--- config.mk ---
export PLATFORM = sky130hd
export DESIGN_NAME = pllsup_top
export DESIGN_NICKNAME = d
export VERILOG_FILES = /design/src/rtl/pllsup_top.v
export VERILOG_INCLUDE_DIRS = /design/src /design/src/rtl
export SDC_FILE = /design/constraint.sdc
export NUM_CORES = 1
export LEC_CHECK = 0
export ABC_AREA = 0
export BUFFER_PORTS_ARGS = -buffer_cell sky130_fd_sc_hd__buf_2
export CAP_MARGIN = 5
export CELL_PAD_IN_SITES_DETAIL_PLACEMENT = 1
export CELL_PAD_IN_SITES_GLOBAL_PLACEMENT = 2
export CORE_ASPECT_RATIO = 0.5
export CORE_MARGIN = 10
export CORE_UTILIZATION = 35
export DETAILED_ROUTE_END_ITERATION = 10
export PLACE_DENSITY = 0.86
export SLEW_MARGIN = 20
export SYNTH_ARGS = -nofsm -noshare
export SYNTH_HDL_FRONTEND = slang
export SYNTH_SLANG_ARGS = --single-unit
export TNS_END_PERCENT = 50
--- constraint.sdc ---
create_clock -name sys_clk_i -period 2.7 [get_ports sys_clk_i]
set_clock_uncertainty 0.05 [all_clocks]
set_input_delay 0.675 -clock sys_clk_i [delete_from_list [all_inputs] [get_ports sys_clk_i]]
set_output_delay 0.675 -clock sys_clk_i [all_outputs]
set_load 0.05 [all_outputs]
--- src/rtl/pllsup_map.vh ---
/*
 clock supervision constants: strap decode, power modes, reset drive length.
 assumes an includer that runs on a single clock with one-cycle enables.
*/
`ifndef PLLSUP_MAP_VH
`define PLLSUP_MAP_VH
`define PLLSUP_MODE_RUN 2'h0
`define PLLSUP_MODE_IDLE 2'h1
`define PLLSUP_MODE_PDOWN 2'h2
`define PLLSUP_MODE_STBY 2'h3
`define PLLSUP_SRC_PLL 2'h0
`define PLLSUP_SRC_DIRECT 2'h1
`define PLLSUP_SRC_PRESC 2'h2
`define PLLSUP_STRAP_DIRECT 3'h3
`define PLLSUP_STRAP_PRESC 3'h1
`define PLLSUP_RST_HALF_PERIODS 11'h400
`define PLLSUP_DIV_PLL 4'h0
`define PLLSUP_DIV_DIRECT 4'h0
`define PLLSUP_DIV_PRESC 4'h1
`define PLLSUP_DIV_BACKUP 4'h7
`endif

--- src/rtl/pllsup_top.v ---
/*
 clock supervision: strap source select, half-period edge enables, pll unlock
 handling, bidirectional reset pin drive, power mode gating.
 assumes all inputs synchronous to sys_clk_i; reset pin is open drain outside.
*/
`timescale 1ns/100ps
`include "pllsup_map.vh"
module pllsup_top #(
	parameter HP_W = 11
) (
	input wire sys_clk_i,
	input wire arst_n_i,
	input wire [2:0] clock_select_straps_i,
	input wire pll_locked_i,
	input wire [1:0] power_mode_i,
	input wire bidir_reset_en_i,
	input wire soft_reset_i,
	input wire wdog_reset_i,
	input wire power_down_pin_i,
	input wire reset_input_pin_i,
	output reg reset_input_pin_o,
	output reg reset_input_pin_oe_n_o,
	output reg [1:0] clk_source_o,
	output reg pll_ref_connected_o,
	output reg backup_clk_sel_o,
	output reg unlock_irq_o,
	output reg half_period_en_o,
	output reg rise_en_o,
	output reg fall_en_o,
	output reg cpu_clk_en_o,
	output reg periph_clk_en_o,
	output reg main_osc_en_o,
	output reg vdd_domain_on_o,
	output reg ext_ram_power_o,
	output reg standby_ram_bias_o
);
	localparam ST_NORMAL = 2'h0;
	localparam ST_DRIVE = 2'h1;
	localparam ST_WAITHI = 2'h2;
	reg rst_s1_r;
	reg rst_s2_r;
	reg strap_done_r;
	reg [3:0] div_r;
	reg [3:0] div_nxt;
	reg phase_r;
	reg [1:0] st_r;
	reg [HP_W-1:0] hp_cnt_r;
	reg lock_d_r;
	wire rst_n;
	wire hp_tick;
	wire sw_req;
	wire [1:0] src_sel;

	assign rst_n = rst_s2_r;

	function [1:0] strap_decode;
		input [2:0] s;
		begin
			if (s == `PLLSUP_STRAP_DIRECT) begin
				strap_decode = `PLLSUP_SRC_DIRECT;
			end else if (s == `PLLSUP_STRAP_PRESC) begin
				strap_decode = `PLLSUP_SRC_PRESC;
			end else begin
				strap_decode = `PLLSUP_SRC_PLL;
			end
		end
	endfunction

	// modes in which peripherals and the main oscillator keep running
	function mode_clocked;
		input [1:0] m;
		begin
			mode_clocked = (m == `PLLSUP_MODE_RUN) || (m == `PLLSUP_MODE_IDLE);
		end
	endfunction

	// modes in which the main supply domain stays on
	function mode_supplied;
		input [1:0] m;
		begin
			mode_supplied = (m != `PLLSUP_MODE_STBY);
		end
	endfunction

	always @(posedge sys_clk_i or negedge arst_n_i) begin
		if (!arst_n_i) begin
			rst_s1_r <= 1'b0;
			rst_s2_r <= 1'b0;
		end else begin
			rst_s1_r <= 1'b1;
			rst_s2_r <= rst_s1_r;
		end
	end

	// latch the source once, first cycle after release
	always @(posedge sys_clk_i or negedge rst_n) begin
		if (!rst_n) begin
			strap_done_r <= 1'b0;
			clk_source_o <= `PLLSUP_SRC_PLL;
		end else if (!strap_done_r) begin
			strap_done_r <= 1'b1;
			clk_source_o <= strap_decode(clock_select_straps_i);
		end
	end

	// strap levels rule until latched, so spacing is right from the first tick
	assign src_sel = strap_done_r ? clk_source_o : strap_decode(clock_select_straps_i);

	// half-period spacing depends on source and on backup running
	always @* begin
		div_nxt = `PLLSUP_DIV_PLL;
		if (backup_clk_sel_o) begin
			div_nxt = `PLLSUP_DIV_BACKUP;
		end else if (src_sel == `PLLSUP_SRC_DIRECT) begin
			div_nxt = `PLLSUP_DIV_DIRECT;
		end else if (src_sel == `PLLSUP_SRC_PRESC) begin
			div_nxt = `PLLSUP_DIV_PRESC;
		end
	end
	assign hp_tick = (div_r == 4'h0);

	always @(posedge sys_clk_i or negedge rst_n) begin
		if (!rst_n) begin
			div_r <= 4'h0;
			phase_r <= 1'b0;
			half_period_en_o <= 1'b0;
			rise_en_o <= 1'b0;
			fall_en_o <= 1'b0;
		end else begin
			div_r <= hp_tick ? div_nxt : div_r - 4'h1;
			half_period_en_o <= hp_tick;
			if (hp_tick) begin
				phase_r <= ~phase_r;
			end
			rise_en_o <= hp_tick & ~phase_r;
			fall_en_o <= hp_tick & phase_r;
		end
	end

	assign sw_req = (soft_reset_i | wdog_reset_i) & bidir_reset_en_i & power_down_pin_i;

	always @(posedge sys_clk_i or negedge rst_n) begin
		if (!rst_n) begin
			st_r <= ST_NORMAL;
			hp_cnt_r <= {HP_W{1'b0}};
			lock_d_r <= 1'b0;
			unlock_irq_o <= 1'b0;
			pll_ref_connected_o <= 1'b1;
			backup_clk_sel_o <= 1'b0;
			reset_input_pin_o <= 1'b1;
			reset_input_pin_oe_n_o <= 1'b1;
		end else begin
			lock_d_r <= pll_locked_i;
			unlock_irq_o <= 1'b0;
			if (st_r == ST_NORMAL && clk_source_o == `PLLSUP_SRC_PLL && strap_done_r &&
				pll_ref_connected_o && lock_d_r && !pll_locked_i) begin
				unlock_irq_o <= 1'b1;
				pll_ref_connected_o <= 1'b0;
				backup_clk_sel_o <= 1'b1;
			end
			case (st_r)
			ST_NORMAL: begin
				if (sw_req) begin
					st_r <= ST_DRIVE;
					hp_cnt_r <= {HP_W{1'b0}};
					reset_input_pin_o <= 1'b0;
					reset_input_pin_oe_n_o <= 1'b0;
				end
			end
			ST_DRIVE: begin
				// counts internal ticks; the pin is released on the last one
				if (hp_tick) begin
					if (hp_cnt_r == `PLLSUP_RST_HALF_PERIODS - 11'h1) begin
						st_r <= ST_WAITHI;
						reset_input_pin_o <= 1'b1;
						reset_input_pin_oe_n_o <= 1'b1;
					end else begin
						hp_cnt_r <= hp_cnt_r + {{(HP_W-1){1'b0}}, 1'b1};
					end
				end
			end
			ST_WAITHI: begin
				// outside circuit keeps pin low a while; the reference reconnects once the pin reads high
				if (reset_input_pin_i) begin
					st_r <= ST_NORMAL;
					pll_ref_connected_o <= 1'b1;
					backup_clk_sel_o <= 1'b0;
				end
			end
			default: begin
				st_r <= ST_NORMAL;
			end
			endcase
		end
	end

	always @(posedge sys_clk_i or negedge rst_n) begin
		if (!rst_n) begin
			cpu_clk_en_o <= 1'b0;
			periph_clk_en_o <= 1'b0;
			main_osc_en_o <= 1'b1;
			vdd_domain_on_o <= 1'b1;
			ext_ram_power_o <= 1'b1;
			standby_ram_bias_o <= 1'b1;
		end else begin
			// only run mode clocks the cpu
			cpu_clk_en_o <= (power_mode_i == `PLLSUP_MODE_RUN);

			periph_clk_en_o <= mode_clocked(power_mode_i);
			main_osc_en_o <= mode_clocked(power_mode_i);

			vdd_domain_on_o <= mode_supplied(power_mode_i);
			ext_ram_power_o <= mode_supplied(power_mode_i);

			// standby ram stays biased in every mode
			standby_ram_bias_o <= 1'b1;
		end
	end
endmodule

==> results.md <==
- Worst-Margin Slew: 0.768 ns
- Clock Sinks: 35
- Seq/Total Area, Yosys: 0.548
- Max Fclk: 458 MHz
- CTS Buf Count: 5
- Register area: 881 µm²
- Cell internal pwr: 1.03 mW
- Post-route design area: 1860 µm²
- Synthesized area: 1610 µm²
- DP Worst Slack: 0.516 ns
- Count leader, synth: dfrtp_1
- Pwr/cell area: 922 nW/µm²
- Clock Latency Late Sink: 0.29 ns
- First drt pass iteration count: 4
- Pin count of the biggest net entering global routing: 20
- Synth Warn #: 0
- WS Path Type: register to register
- Synth area leader: dfrtp_1
- CTS tree: done
- Comb power frac: 0.311
- Worst Setup End Kind: register
- Pwr Total: 1.72 mW
- Synth unique cells: 47
- EDFF count, synth: 0
- Sw frac: 0.398
- Synth top area cells: dfrtp_1 48%, dfstp_2 6.5%, o31ai_1 4.7%
- Vias: 1216
- Final setup margin: 0.518 ns
- Status: finished, final reports clean
- Post-CTS Setup Bufs: 0
- Synth Instances: 146
- Initial antenna violation count: 0
- CTS root buffer: clkbuf_8
- I/O Buffers: 27
- Die width: 116 µm
- Post-Syn Area per Cell: 11.0 µm²
- Post-DP HPWL: 2710 µm
- # IOs: 29
- MaxCap Viol Count: 0
- Routed vias/inst: 5.22
- Net switching power: 0.683 mW
- Tcrit/Tclk final: 0.808
- Synth Flop Type: dfrtp_1
- Worst endpoint required time: 2.84 ns
- Die Y: 67.9 µm
- Post-synth top area share: 0.483
- DIE AREA: 7860 µm²
- Wire length per cell: 15.8 µm
- Initial cell density of the core: 0.363
- Layout cell share with drive strength beyond 1: 0.290
- Clk pwr share: 0.218
- Final Hold Viols: 0
- GRT Total Usage: 0.100
- Clock transition at path regs: 0.07 ns
- Setup TNS: 0 ns
- Drt total wl: 3680 µm
- Initial DRC count: 55
- Ys async rst share: 1.00
- Cell Rows: 17
- Syn-to-layout area delta: 15.9%
- Area occupied by multi-input gates: 622 µm²
- Antenna cell count: 0
- Total gr overflow: 0
- Worst vdd ir: 264 µV
- Via count of the first global-routing pass: 1253
- Cts hold-fix bufs: 0
- RSZ-0062 raised after global routing: false
- DP Area: 1780 µm²
- Final setup fails: 0
- DRC errors left: 0
- Crit start category: register
- Most frequent cells after synthesis: 31 x dfrtp_1, 10 x o31ai_1, 9 x inv_1, 8 x nand2_1, 7 x nor2_1
- Synthesized flop and latch total: 35
- Register share of total power: 0.471
- Fin. max-slew vios: 0
- Fillers: 515
- Worst hold path class: input pin to asynchronous set/reset pin
- Crit path time final: 2.18 ns
- Leakage: 0.824 nW
- Slew headroom: 0.488
- Core footprint: 4420 µm²
- Longest Clk Path Bufs: 2
- Gpl congestion: 0.794
- H-Tree Depth: 2
- Final nets: 190
- CTS resizes: 0
- Largest fanout on the critical path: 9
- Worst EP arrival: 2.32 ns
- Antenna viol nets, final: 0
- First-pass GRT wire length: 6220 µm
per-layer routing:
layer  wire length [µm]  GRT usage  up-vias
li1                   -          -      582
met1               1670      0.117      610
met2               1780      0.172       19
met3                175     0.0279        5
met4                 59     0.0464        0
met5                  0          0        -
final cells by class:
type,count,area share
flip-flops and latches,35,0.473
clock buffers,6,0.0390
clock inverters,2,0.00672
repair buffers,31,0.0887
well taps,57,0.0383
multi-input cells,92,0.334
inverters,10,0.0202
kinds of logic after synthesis:
logic type / share of synthesized area
AND/OR/NAND/NOR: 0.159
AO/OA/AOI/OAI: 0.200
other: 0.00233
flip-flops: 0.548
adder cells (fa/ha/maj): 0.0156
buffers and inverters: 0.0693
XOR/XNOR: 0.00545
metrics by stage:
stage	std cells	utilization	hold slack, ns
final	233	0.421	0.104
after global placement	225	0.402	0.287
after floorplan	148	-	0.281
after CTS	233	0.421	0.0963
after global routing	233	0.421	0.0911
after detailed placement	225	0.402	0.287
power groups by stage:
stage | registers (mW) | clock network (mW) | logic [mW]
2_1_floorplan | 0.875 | 0 | 0.373
6_report | 0.808 | 0.373 | 0.535
5_1_grt | 0.839 | 0.407 | 0.598
4_1_cts | 0.809 | 0.386 | 0.545
3_3_place_gp | 0.806 | 0 | 0.521
3_5_place_dp | 0.817 | 0 | 0.540
final timing paths:
check                                    from                             to  slack, ns  depth (start not counted)
min                                  arst_n_i                rst_n$_DFF_PN0_       0.10                          1
max in group asynchronous     rst_n$_DFF_PN0_  pll_ref_connected_o$_DFF_PN1_       1.57                          1
min reg2reg                   rst_n$_DFF_PN0_            st_r[1]$_DFFE_PN0P_       0.27                          0
max reg2reg                div_r[0]$_DFF_PN0_        hp_cnt_r[9]$_DFFE_PN0P_       0.52                          6
max                        div_r[0]$_DFF_PN0_        hp_cnt_r[9]$_DFFE_PN0P_       0.52                          6
min in group sys_clk_i     rst_s1_r$_DFF_PN0_                rst_n$_DFF_PN0_       0.30                          0
critical path, stage by stage, from the launching register on:
cell and delay [ns]:
dfrtp_1 0.37, inv_1 0.07, ha_1 0.21, or3b_1 0.57
nor2_4 0.20, nand2b_1 0.25, o41ai_2 0.35
registers in the layout (all words and copies together), names as in the netlist:
| signal | count |
|---|---|
| backup_clk_sel_o | 1 |
| clk_source_o | 2 |
| cpu_clk_en_o | 1 |
| div_r | 4 |
| ext_ram_power_o | 1 |
| fall_en_o | 1 |
| half_period_en_o | 1 |
| hp_cnt_r | 11 |
| lock_d_r | 1 |
| main_osc_en_o | 1 |
| periph_clk_en_o | 1 |
| phase_r | 1 |
| pll_ref_connected_o | 1 |
| reset_input_pin_oe_n_o | 1 |
| rise_en_o | 1 |
| rst_n | 1 |
| rst_s1_r | 1 |
| st_r | 2 |
| strap_done_r | 1 |
| unlock_irq_o | 1 |
layout by cell type, fill, tap and decap left out, types with 2 or more instances in the layout:
cell type / count
o41ai_2: 2
dfrtp_1: 31
o21ai_0: 3
buf_2: 27
nand3_1: 6
dfstp_2: 4
o22ai_1: 3
ha_1: 2
o31ai_1: 10
nand2b_1: 6
nor3_1: 3
conb_1: 3
a31oi_1: 3
and3_1: 2
o21ai_1: 6
clkbuf_8: 5
buf_4: 4
a21oi_1: 5
inv_1: 9
nand2_1: 8
nor2_1: 7
(Power assumes the default switching activity.)
